<file path="config.mk">
export PLATFORM = sky130hd
export DESIGN_NAME = debug_comparator_range_trace
export DESIGN_NICKNAME = d
export VERILOG_FILES = /design/src/rtl/debug_unit_pkg.sv /design/src/rtl/debug_comparator_range_trace.sv
export SDC_FILE = /design/constraint.sdc
export NUM_CORES = 1
export LEC_CHECK = 0
export ABC_CLOCK_PERIOD_IN_PS = 4000
export BUFFER_PORTS_ARGS = -buffer_cell sky130_fd_sc_hd__buf_4
export CAP_MARGIN = 10
export CORE_MARGIN = 2
export CORE_UTILIZATION = 47
export CTS_CLUSTER_DIAMETER = 200
export DETAILED_ROUTE_END_ITERATION = 8
export PLACE_DENSITY = 0.67
export SKIP_CTS_REPAIR_TIMING = 1
export SYNTH_ARGS = -nofsm -noshare
export SYNTH_HDL_FRONTEND = slang
export SYNTH_SLANG_ARGS = --single-unit
</file>
<file path="constraint.sdc">
create_clock -name clk_i -period 4 [get_ports clk_i]
set_input_delay 0 -clock clk_i [delete_from_list [all_inputs] [get_ports clk_i]]
set_output_delay 0 -clock clk_i [all_outputs]
set_load 0.05 [all_outputs]
</file>
<file path="src/rtl/debug_unit_pkg.sv">
package debug_unit_pkg;
	localparam int ADDR_W = 23;
	localparam int DATA_W = 16;
	// word indices; byte address is four times the index
	localparam logic [5:0] IDX_CTL = 6'h20;
	localparam logic [5:0] IDX_ADDR = 6'h24;
	localparam logic [5:0] IDX_PAIRING = 6'h28;
	localparam logic [5:0] IDX_TRACE = 6'h29;
	localparam logic [5:0] IDX_ARM = 6'h2a;
	localparam logic [5:0] IDX_SELECT = 6'h2b;
	localparam logic [5:0] IDX_DATA_HIGH = 6'h2c;
	localparam logic [5:0] IDX_DATA_LOW = 6'h2d;
	localparam logic [5:0] IDX_MASK_HIGH = 6'h2e;
	localparam logic [5:0] IDX_MASK_LOW = 6'h2f;
	localparam logic [5:0] IDX_STATUS = 6'h30;
	// comparator control bits
	localparam int CTL_ENABLE = 0;
	localparam int CTL_DIR_EN = 1;
	localparam int CTL_READ = 2;
	localparam int CTL_WIDTH_EN = 3;
	localparam int CTL_WIDTH_WORD = 4;
	localparam int CTL_HALT = 5;
	localparam int CTL_TAG = 6;
	localparam int CTL_INVERT = 7;
	// pairing control bits
	localparam int PAIR_AB_RANGE = 0;
	localparam int PAIR_CD_RANGE = 1;
	localparam int PAIR_AB_OUTSIDE = 2;
	localparam int PAIR_CD_OUTSIDE = 3;
	// trace control fields
	localparam int TRC_MODE_LSB = 0;
	localparam int TRC_WIN_LSB = 2;
	localparam int TRC_ENABLE = 7;
	localparam logic [1:0] WIN_INSIDE = 2'h1;
	localparam logic [1:0] WIN_OUTSIDE = 2'h2;
	// change-of-flow kinds
	localparam logic [1:0] COF_SOURCE = 2'h0;
	localparam logic [1:0] COF_DEST = 2'h1;
	localparam logic [1:0] COF_VECTOR = 2'h2;
	// information byte bits
	localparam int INFO_WORD = 0;
	localparam int INFO_WRITE = 1;
	// status bits
	localparam int STAT_ARMED = 0;
	localparam int STAT_HALT = 1;
	localparam int STAT_TAG = 2;
	localparam int STAT_COUNT_LSB = 16;
	// values after reset
	localparam logic [7:0] CTL_RESET = 8'h00;
	localparam logic [ADDR_W-1:0] ADDR_RESET = 23'h00_0000;
	localparam logic [DATA_W-1:0] DATA_RESET = 16'h0000;
	localparam logic [DATA_W-1:0] MASK_RESET = 16'h0000;
	localparam logic [7:0] BYTE_RESET = 8'h00;
	localparam logic [15:0] COUNT_RESET = 16'h0000;
	typedef enum logic [1:0] {
		TRACE_NORMAL, TRACE_LOOP, TRACE_DETAIL, TRACE_PC
	} trace_mode_t;
endpackage : debug_unit_pkg

</file>
<file path="src/rtl/debug_comparator_range_trace.sv">
// Contract
// - high data register bits give expected data bus bits 15..8, A and C only
// - low data register bits give expected data bus bits 7..0, A and C only
// - data registers readable always, writable only while not armed
// - mask 0 skips a bit; mask 1 compares, equal or differing per invert
// - AB range uses A data, mask and direction; B's ignored
// - CD range uses C data, mask; C direction only untagged; D ignored
// - width compare controls have no effect on ranges
// - range tagging follows A and C tag controls; B and D ignored
// - range halt requests come from A and C halt controls only
// - tagged ranges resolve only to word boundaries
// - inside range needs address within both limits in the same cycle
// - inside range word access triggers only if aligned address inside
// - outside range accepts below lower or above upper limit alone
// - outside range word access triggers only if aligned address outside
// - interrupt vector fetches never give a tag hit
// - loop mode stores flow changes, skips source equal to last stored
// - loop mode still stores repeated destinations and vectors
// - detail mode stores address, data and width/direction info byte
// - detail skips free and fetch cycles, may be limited by C-D window
// - executed-PC mode stores every executed opcode address
`timescale 1ns/1ps
module debug_comparator_range_trace
	import debug_unit_pkg::*;
(
	input wire logic clk_i,
	input wire logic rst_i,
	input wire logic wb_cyc_i,
	input wire logic wb_stb_i,
	input wire logic wb_we_i,
	input wire logic [7:0] wb_adr_i,
	input wire logic [3:0] wb_sel_i,
	input wire logic [31:0] wb_dat_i,
	output logic [31:0] wb_dat_o,
	output logic wb_ack_o,
	input wire logic mon_valid_i,
	input wire logic [ADDR_W-1:0] mon_addr_i,
	input wire logic [DATA_W-1:0] mon_data_i,
	input wire logic mon_write_i,
	input wire logic mon_word_i,
	input wire logic mon_fetch_i,
	input wire logic mon_free_i,
	input wire logic mon_vector_i,
	input wire logic cof_i,
	input wire logic [1:0] cof_kind_i,
	input wire logic [ADDR_W-1:0] cof_addr_i,
	input wire logic exec_i,
	input wire logic [ADDR_W-1:0] exec_pc_i,
	output logic halt_o,
	output logic tag_hit_o,
	output logic armed_o,
	output logic trace_valid_o,
	output logic [ADDR_W-1:0] trace_addr_o,
	output logic [DATA_W-1:0] trace_data_o,
	output logic [7:0] trace_info_o
);

	function automatic logic data_ok(input logic [DATA_W-1:0] bus,
		input logic [DATA_W-1:0] exp, input logic [DATA_W-1:0] mask,
		input logic inv);
		if (inv) begin
			data_ok = ((~(bus ^ exp)) & mask) == DATA_RESET;
		end else begin
			data_ok = ((bus ^ exp) & mask) == DATA_RESET;
		end
	endfunction : data_ok

	function automatic logic dir_ok(input logic [7:0] ctl, input logic wr);
		dir_ok = !ctl[CTL_DIR_EN] || (ctl[CTL_READ] == !wr);
	endfunction : dir_ok

	function automatic logic in_range(input logic [ADDR_W-1:0] a,
		input logic [ADDR_W-1:0] lo, input logic [ADDR_W-1:0] hi,
		input logic words);
		if (words) begin
			in_range = a[ADDR_W-1:1] >= lo[ADDR_W-1:1] &&
				a[ADDR_W-1:1] <= hi[ADDR_W-1:1];
		end else begin
			in_range = a >= lo && a <= hi;
		end
	endfunction : in_range

	logic [7:0] ctl_reg [4];
	logic [ADDR_W-1:0] addr_reg [4];
	logic [DATA_W-1:0] data_reg [2];
	logic [DATA_W-1:0] mask_reg [2];
	logic [7:0] pairing_reg;
	logic [7:0] trace_reg;
	logic armed_reg;
	logic select_reg;
	logic ack_reg;
	logic [31:0] rdat_reg;
	logic [31:0] rd_next;
	logic halt_reg;
	logic tag_reg;
	logic [15:0] count_reg;
	logic [ADDR_W-1:0] background_reg;
	logic tvalid_reg;
	logic [ADDR_W-1:0] taddr_reg;
	logic [DATA_W-1:0] tdata_reg;
	logic [7:0] tinfo_reg;

	logic req;
	logic wr;
	logic [5:0] idx;
	logic [31:0] addr_merge;
	logic [3:0] cmp_raw;
	logic [3:0] cmp_hit;
	logic [3:0] cmp_tag;
	logic [1:0] pair_on;
	logic [1:0] pair_in;
	logic [1:0] pair_hit;
	logic [1:0] pair_tag;
	logic halt_next;
	logic tag_next;
	trace_mode_t mode;
	logic [1:0] window;
	logic cd_inside;
	logic store;
	logic [ADDR_W-1:0] taddr_next;
	logic [DATA_W-1:0] tdata_next;
	logic [7:0] tinfo_next;

	assign req = wb_cyc_i && wb_stb_i && !ack_reg;
	assign wr = req && wb_we_i;
	assign idx = wb_adr_i[7:2];
	assign mode = trace_mode_t'(trace_reg[TRC_MODE_LSB +: 2]);
	assign window = trace_reg[TRC_WIN_LSB +: 2];

	assign wb_ack_o = ack_reg;
	assign wb_dat_o = rdat_reg;
	assign halt_o = halt_reg;
	assign tag_hit_o = tag_reg;
	assign armed_o = armed_reg;
	assign trace_valid_o = tvalid_reg;
	assign trace_addr_o = taddr_reg;
	assign trace_data_o = tdata_reg;
	assign trace_info_o = tinfo_reg;

	// bus slave: every access answered one cycle later, unmapped reads zero
	always_ff @(posedge clk_i) begin
		if (rst_i) begin
			ack_reg <= 1'b0;
			rdat_reg <= 32'h0000_0000;
		end else begin
			ack_reg <= req;
			if (req) begin
				rdat_reg <= rd_next;
			end
		end
	end

	always_comb begin
		rd_next = 32'h0000_0000;
		if (idx[5:2] == IDX_CTL[5:2]) begin
			rd_next[7:0] = ctl_reg[idx[1:0]];
		end else if (idx[5:2] == IDX_ADDR[5:2]) begin
			rd_next[ADDR_W-1:0] = addr_reg[idx[1:0]];
		end else begin
			case (idx)
				IDX_PAIRING: rd_next[7:0] = pairing_reg;
				IDX_TRACE: rd_next[7:0] = trace_reg;
				IDX_ARM: rd_next[0] = armed_reg;
				IDX_SELECT: rd_next[0] = select_reg;
				IDX_DATA_HIGH: rd_next[7:0] = data_reg[select_reg][15:8];
				IDX_DATA_LOW: rd_next[7:0] = data_reg[select_reg][7:0];
				IDX_MASK_HIGH: rd_next[7:0] = mask_reg[select_reg][15:8];
				IDX_MASK_LOW: rd_next[7:0] = mask_reg[select_reg][7:0];
				IDX_STATUS: begin
					rd_next[STAT_ARMED] = armed_reg;
					rd_next[STAT_HALT] = halt_reg;
					rd_next[STAT_TAG] = tag_reg;
					rd_next[STAT_COUNT_LSB +: 16] = count_reg;
				end
				default: rd_next = 32'h0000_0000;
			endcase
		end
	end

	always_comb begin
		addr_merge = {9'h000, addr_reg[idx[1:0]]};
		for (int b = 0; b < 3; b++) begin
			if (wb_sel_i[b]) begin
				addr_merge[8*b +: 8] = wb_dat_i[8*b +: 8];
			end
		end
	end

	// comparator controls and addresses
	always_ff @(posedge clk_i) begin
		if (rst_i) begin
			for (int i = 0; i < 4; i++) begin
				ctl_reg[i] <= CTL_RESET;
				addr_reg[i] <= ADDR_RESET;
			end
		end else if (wr && idx[5:2] == IDX_CTL[5:2]) begin
			if (wb_sel_i[0]) begin
				ctl_reg[idx[1:0]] <= wb_dat_i[7:0];
			end
		end else if (wr && idx[5:2] == IDX_ADDR[5:2]) begin
			addr_reg[idx[1:0]] <= addr_merge[ADDR_W-1:0];
		end
	end

	// mode, trace, arm and data register select
	always_ff @(posedge clk_i) begin
		if (rst_i) begin
			pairing_reg <= BYTE_RESET;
			trace_reg <= BYTE_RESET;
			armed_reg <= 1'b0;
			select_reg <= 1'b0;
		end else if (wr && wb_sel_i[0]) begin
			case (idx)
				IDX_PAIRING: pairing_reg <= wb_dat_i[7:0];
				IDX_TRACE: trace_reg <= wb_dat_i[7:0];
				IDX_ARM: armed_reg <= wb_dat_i[0];
				IDX_SELECT: select_reg <= wb_dat_i[0];
				default: armed_reg <= armed_reg;
			endcase
		end
	end

	// data registers exist for A and C only; armed writes are dropped
	always_ff @(posedge clk_i) begin
		if (rst_i) begin
			data_reg[0] <= DATA_RESET;
			data_reg[1] <= DATA_RESET;
		end else if (wr && wb_sel_i[0] && !armed_reg) begin
			if (idx == IDX_DATA_HIGH) begin
				data_reg[select_reg][15:8] <= wb_dat_i[7:0];
			end else if (idx == IDX_DATA_LOW) begin
				data_reg[select_reg][7:0] <= wb_dat_i[7:0];
			end
		end
	end

	always_ff @(posedge clk_i) begin
		if (rst_i) begin
			mask_reg[0] <= MASK_RESET;
			mask_reg[1] <= MASK_RESET;
		end else if (wr && wb_sel_i[0]) begin
			if (idx == IDX_MASK_HIGH) begin
				mask_reg[select_reg][15:8] <= wb_dat_i[7:0];
			end else if (idx == IDX_MASK_LOW) begin
				mask_reg[select_reg][7:0] <= wb_dat_i[7:0];
			end
		end
	end

	// comparators, single and paired
	always_comb begin
		halt_next = 1'b0;
		tag_next = 1'b0;
		for (int i = 0; i < 4; i++) begin
			cmp_raw[i] = mon_valid_i && ctl_reg[i][CTL_ENABLE] &&
				mon_addr_i == addr_reg[i] &&
				dir_ok(ctl_reg[i], mon_write_i) &&
				(!ctl_reg[i][CTL_WIDTH_EN] ||
				ctl_reg[i][CTL_WIDTH_WORD] == mon_word_i) &&
				(i[0] || data_ok(mon_data_i, data_reg[i/2], mask_reg[i/2],
				ctl_reg[i][CTL_INVERT]));
			// vector fetches are kept out of every tag
			cmp_tag[i] = cmp_raw[i] && ctl_reg[i][CTL_TAG] &&
				mon_fetch_i && !mon_vector_i;
			cmp_hit[i] = cmp_raw[i] && !ctl_reg[i][CTL_TAG];
		end
		for (int p = 0; p < 2; p++) begin
			// both enables needed; one alone leaves the pair silent
			pair_on[p] = pairing_reg[PAIR_AB_RANGE + p] &&
				ctl_reg[2*p][CTL_ENABLE] &&
				ctl_reg[2*p+1][CTL_ENABLE];
			pair_in[p] = in_range(mon_addr_i, addr_reg[2*p], addr_reg[2*p+1],
				ctl_reg[2*p][CTL_TAG]);
			if (pairing_reg[PAIR_AB_OUTSIDE + p]) begin
				pair_in[p] = !pair_in[p];
			end
			// width controls never enter; direction only from the lower one
			pair_in[p] = pair_in[p] && mon_valid_i && pair_on[p] &&
				data_ok(mon_data_i, data_reg[p], mask_reg[p],
				ctl_reg[2*p][CTL_INVERT]) &&
				((p == 1 && ctl_reg[2*p][CTL_TAG]) ||
				dir_ok(ctl_reg[2*p], mon_write_i));
			pair_tag[p] = pair_in[p] && ctl_reg[2*p][CTL_TAG] &&
				mon_fetch_i && !mon_vector_i;
			pair_hit[p] = pair_in[p] && !ctl_reg[2*p][CTL_TAG];
			if (pairing_reg[PAIR_AB_RANGE + p]) begin
				cmp_hit[2*p +: 2] = 2'b00;
				cmp_tag[2*p +: 2] = 2'b00;
			end
			halt_next = halt_next || ((pair_hit[p] || pair_tag[p]) &&
				ctl_reg[2*p][CTL_HALT]);
			tag_next = tag_next || pair_tag[p];
		end
		for (int i = 0; i < 4; i++) begin
			halt_next = halt_next || ((cmp_hit[i] || cmp_tag[i]) &&
				ctl_reg[i][CTL_HALT]);
			tag_next = tag_next || cmp_tag[i];
		end
	end

	always_ff @(posedge clk_i) begin
		if (rst_i) begin
			halt_reg <= 1'b0;
			tag_reg <= 1'b0;
		end else begin
			halt_reg <= armed_reg && halt_next;
			tag_reg <= armed_reg && tag_next;
		end
	end

	// trace capture selection
	always_comb begin
		cd_inside = in_range(mon_addr_i, addr_reg[2], addr_reg[3], 1'b0);
		store = 1'b0;
		taddr_next = ADDR_RESET;
		tdata_next = DATA_RESET;
		tinfo_next = BYTE_RESET;
		case (mode)
			TRACE_NORMAL: begin
				store = cof_i;
				taddr_next = cof_addr_i;
			end
			TRACE_LOOP: begin
				store = cof_i && (cof_kind_i != COF_SOURCE ||
					cof_addr_i != background_reg);
				taddr_next = cof_addr_i;
			end
			TRACE_DETAIL: begin
				store = mon_valid_i && !mon_free_i && !mon_fetch_i &&
					(window == WIN_INSIDE ? cd_inside :
					window == WIN_OUTSIDE ? !cd_inside : 1'b1);
				taddr_next = mon_addr_i;
				tdata_next = mon_data_i;
				tinfo_next[INFO_WORD] = mon_word_i;
				tinfo_next[INFO_WRITE] = mon_write_i;
			end
			TRACE_PC: begin
				store = exec_i;
				taddr_next = exec_pc_i;
			end
			default: store = 1'b0;
		endcase
		store = store && armed_reg && trace_reg[TRC_ENABLE];
	end

	always_ff @(posedge clk_i) begin
		if (rst_i) begin
			tvalid_reg <= 1'b0;
			taddr_reg <= ADDR_RESET;
			tdata_reg <= DATA_RESET;
			tinfo_reg <= BYTE_RESET;
		end else begin
			tvalid_reg <= store;
			if (store) begin
				taddr_reg <= taddr_next;
				tdata_reg <= tdata_next;
				tinfo_reg <= tinfo_next;
			end
		end
	end

	// copy of the last stored address for loop filtering
	always_ff @(posedge clk_i) begin
		if (rst_i) begin
			background_reg <= ADDR_RESET;
		end else if (store) begin
			background_reg <= taddr_next;
		end
	end

	always_ff @(posedge clk_i) begin
		if (rst_i) begin
			count_reg <= COUNT_RESET;
		end else if (store) begin
			count_reg <= count_reg + 16'h0001;
		end
	end

	data_lock_a: assert property (@(posedge clk_i) disable iff (rst_i)
		wr && armed_reg && (idx == IDX_DATA_HIGH || idx == IDX_DATA_LOW)
		|=> data_reg[0] == $past(data_reg[0]) &&
		data_reg[1] == $past(data_reg[1]))
		else $error("data register changed while armed");

	data_write_a: assert property (@(posedge clk_i) disable iff (rst_i)
		wr && !armed_reg && wb_sel_i[0] && idx == IDX_DATA_LOW
		|=> data_reg[$past(select_reg)][7:0] == $past(wb_dat_i[7:0]))
		else $error("data low write lost");

	inside_pair_a: assert property (@(posedge clk_i) disable iff (rst_i)
		pair_hit[0] && !pairing_reg[PAIR_AB_OUTSIDE] && !ctl_reg[0][CTL_TAG]
		|-> mon_addr_i >= addr_reg[0] && mon_addr_i <= addr_reg[1])
		else $error("inside range hit outside limits");

	outside_pair_a: assert property (@(posedge clk_i) disable iff (rst_i)
		pair_hit[1] && pairing_reg[PAIR_CD_OUTSIDE] && !ctl_reg[2][CTL_TAG]
		|-> mon_addr_i < addr_reg[2] || mon_addr_i > addr_reg[3])
		else $error("outside range hit inside limits");

	vector_tag_a: assert property (@(posedge clk_i) disable iff (rst_i)
		mon_vector_i |=> !tag_hit_o)
		else $error("tag hit on vector fetch");

	loop_filter_a: assert property (@(posedge clk_i) disable iff (rst_i)
		armed_reg && trace_reg[TRC_ENABLE] && mode == TRACE_LOOP && cof_i &&
		cof_kind_i == COF_SOURCE && cof_addr_i == background_reg
		|=> !trace_valid_o)
		else $error("duplicate source stored");

	detail_info_a: assert property (@(posedge clk_i) disable iff (rst_i)
		store && mode == TRACE_DETAIL
		|=> trace_valid_o && trace_info_o[INFO_WRITE] == $past(mon_write_i) &&
		trace_info_o[INFO_WORD] == $past(mon_word_i) &&
		trace_data_o == $past(mon_data_i))
		else $error("detail entry wrong");

	detail_skip_a: assert property (@(posedge clk_i) disable iff (rst_i)
		mode == TRACE_DETAIL && (mon_free_i || mon_fetch_i) |=> !trace_valid_o)
		else $error("free or fetch cycle traced");

	pc_trace_a: assert property (@(posedge clk_i) disable iff (rst_i)
		armed_reg && trace_reg[TRC_ENABLE] && mode == TRACE_PC && exec_i
		|=> trace_valid_o && trace_addr_o == $past(exec_pc_i))
		else $error("executed pc not stored");

	range_halt_a: assert property (@(posedge clk_i) disable iff (rst_i)
		armed_reg && pairing_reg[PAIR_AB_RANGE] && pairing_reg[PAIR_CD_RANGE] &&
		!ctl_reg[0][CTL_HALT] && !ctl_reg[2][CTL_HALT] |=> !halt_o)
		else $error("halt from ignored comparator");

endmodule : debug_comparator_range_trace

</file>
==> out/metrics.cfg <==
[run_status]
outcome=finished with violations
violations=hold timing

[route]
drt-total-wl_um=56110
drt_iter0_markers=1448
via_per_inst=5.837
drtAntennaViolNets=0
drc=0
firstDrtPassIters=6
post_drt_wl_per_cell_um=22.50
vias=14560

[pwr]
power.leakage_nw=8.458
power_mw=7.546
p_per_area_nw_per_um2=359.8
ir_worst_vdd_v=0.0002988

[final_layout]
num-nets-final=2248
final_area_sq_um=20970
drive_gt1_share_pct=16.93
largest_reg_flops=92
multi_input_area_sq_um=8389
regArea_sq_um=7890
synthToLayoutAreaGrowth_pct=22.51
final_util_pct=58.68
nFillCells=3018

[sta]
hold_ws_ps=-44.47
min_period_over_period_pct=92.29
drv_slew=0
rsz0062_at_grt=no
skew_ps=14.67
setup-tns-final_ps=0
fin_ws_ps=308.4
fmax_mhz=270.9
max-slew-margin-rel_pct=21.18
tightest_slew_ps=1182
setup-violations-final=0
fin_crit_ps=3692
hold_violations=11

[place]
routabilityCongestion=0.9926
preCtsSetupSlack_ps=416.9
post_dp_cell_area_sq_um=19140
dp_hpwl_um=40240
numPortBuffers=209

[yosys]
ys_seq_elements=300
seq_area_frac_synth_pct=46.08
syn_avg_cell_area_sq_um=9.727
synthFlopType=edfxtp_1
netlist.area_leader.share_pct=32.98
synthArstFlopShare_pct=0
synth_edf_count=188
synthTopCellsByArea=edfxtp_1 (33%), dfxtp_1 (13%), ha_1 (7.1%)
ys_types=65
yosys_warnings=0
syn_inst=1760
syn_area_sq_um=17120
netlist.top_cell.by_area=edfxtp_1

[critical_path]
cp.required_ps=4440
path_cells=inv_1 -> ha_1 -> nand4_1 -> or4_1 -> nor3_1 -> nand4_1 -> a21boi_0 -> o22ai_1 -> xor2_1 -> a32oi_1 -> a2111oi_0 -> nand2_1 -> a21oi_1
slowest_stage=or4_1
max_stage_delay_ps=600
crit_type=reg2reg
worstSetupEndpointType=flop
critPathMaxFanout=4
crit_top_cell=nand4_1
critPathArrivalTime_ps=4130
start_kind=flop

[worst_hold_path]
hp-class=in2reg

[clock_network]
cts_tree=done
cts-buffers-inserted=35
clock_sinks=300
cts_root_buf=clkbuf_16
cts_buffer_depth=3
clk_latency_ps=510
clk_pin_slew_worst_paths_ps=60
h-tree-depth=2

[die]
die_w_um=194.9
coreArea_sq_um=35740
pin_count=228
dieArea_sq_um=37970
initial_utilization_pct=47.90
die_h_um=194.9
rows=69

[global_route]
grt_max_degree=83
antenna_found_initial=1
grt_pass1_wl_um=83810
grt_pass1_vias=14070
grt_remaining_overflow=0
grt_usage_pct=28.91

[flow_run]
drv_cap=0

[metal layers]
layer	track usage [%]	vias up	wire length [um]
li1	-	6737	-
met3	5.136	113	5302
met1	38.34	7006	22950
met2	48.48	702	26220
met4	8.623	0	1630
met5	0	-	0
[cell usage after synthesis, types with 3 or more instances]
| cell type | n |
|---|---|
| nor2b_1 | 7 |
| buf_1 | 11 |
| buf_4 | 6 |
| nand3_1 | 45 |
| and2_1 | 81 |
| clkbuf_1 | 79 |
| edfxtp_1 | 188 |
| xor2_1 | 60 |
| nand4_1 | 22 |
| inv_1 | 129 |
| a21o_1 | 9 |
| nand2b_1 | 14 |
| a221oi_1 | 23 |
| o22ai_1 | 18 |
| a22oi_1 | 25 |
| a21oi_1 | 130 |
| o21ai_0 | 38 |
| or3_1 | 10 |
| o221ai_1 | 5 |
| o21a_1 | 5 |
| nor4_1 | 12 |
| nor2_1 | 227 |
| a211o_1 | 23 |
| nand2_1 | 148 |
| xnor2_1 | 15 |
| and4_1 | 5 |
| or2_2 | 12 |
| ha_1 | 97 |
| dfxtp_1 | 112 |
| o21bai_1 | 3 |
| nor3_1 | 27 |
| a222oi_1 | 3 |
| a2111oi_0 | 3 |
| and3_1 | 20 |
| a22o_1 | 6 |
| mux4_2 | 33 |
| a211oi_1 | 6 |
| mux2i_1 | 66 |
[metrics by stage]
stage,hold slack [ps],std cells
after detailed placement,402.0,2364
after floorplan,147.5,1765
after CTS,-138.1,2426
after global placement,392.4,2364
after global routing,-1.672,2493
final,-44.47,2494
[critical path: cells and delay by family (launching register included)]
kind                     cells  cell delay [ps]
AND/OR/NAND/NOR              5             1460
AO/OA/AOI/OAI                5             1270
flip-flops                   1              360
adder cells (fa/ha/maj)      1              290
XOR/XNOR                     1              180
buffers and inverters        1               60
[area by class of cell]
cell class	count	area share (%)
multi-input cells	1238	40.00
flip-flops and latches	300	37.62
repair buffers	303	11.76
clock buffers	48	4.999
well taps	461	2.750
inverters	129	2.309
clock inverters	14	0.5429
diodes	1	0.01193
[path summary, 6_finish.rpt]
| path | start | slack (ps) | cells past startpoint | endpoint |
|---|---|---|---|---|
| setup / recovery | addr_reg[1][12]$_SDFFCE_PN0P_ | 310 | 13 | tag_hit_o$_SDFF_PP0_ |
| hold / removal | exec_pc_i[17] | -40 | 4 | background_reg[17]$_SDFFE_PP0P_ |
| setup reg to reg | addr_reg[1][12]$_SDFFCE_PN0P_ | 310 | 13 | tag_hit_o$_SDFF_PP0_ |
| hold reg to reg | wb_dat_o[31]$_SDFFE_PP0P_ | 450 | 2 | wb_dat_o[31]$_SDFFE_PP0P_ |
[cell families (layout without fill, tap and decap cells)]
family | count (synthesis) | in the layout | synth area share (%)
compound gates | 315 | 315 | 11.77
xor+xnor | 75 | 75 | 3.837
mux | 100 | 100 | 8.266
fa+ha+maj | 97 | 97 | 7.090
other cells | 1 | 7 | 0.02191
buf+inv | 227 | 494 | 5.123
simple gates | 645 | 645 | 17.81
flops | 300 | 300 | 46.08
[layout by cell type, fill, tap and decap left out, drive strengths merged, types with 7 or more instances in the layout]
cell type	instances
nand2b	14
a21oi	130
nor3	28
xnor2	15
o21ai	39
a221oi	23
inv	130
a22oi	25
nor2	228
buf	236
a211o	23
dfxtp	112
nand4	22
nor4	12
o22ai	18
or2	14
nand3	45
dlygate4sd3	67
mux4	33
nand2	148
nor2b	7
and3	20
and2	81
xor2	60
clkinv	11
or3	10
edfxtp	188
mux2i	66
ha	97
a21o	9
clkbuf	48
[power by group]
group          switching, mW  internal (mW)  total [mW]
clock                   1.27           1.96        3.22
combinational          0.547          0.364       0.911
sequential            0.0560           3.36        3.41
total                   1.87           5.68        7.55
(Power assumes the default switching activity.)
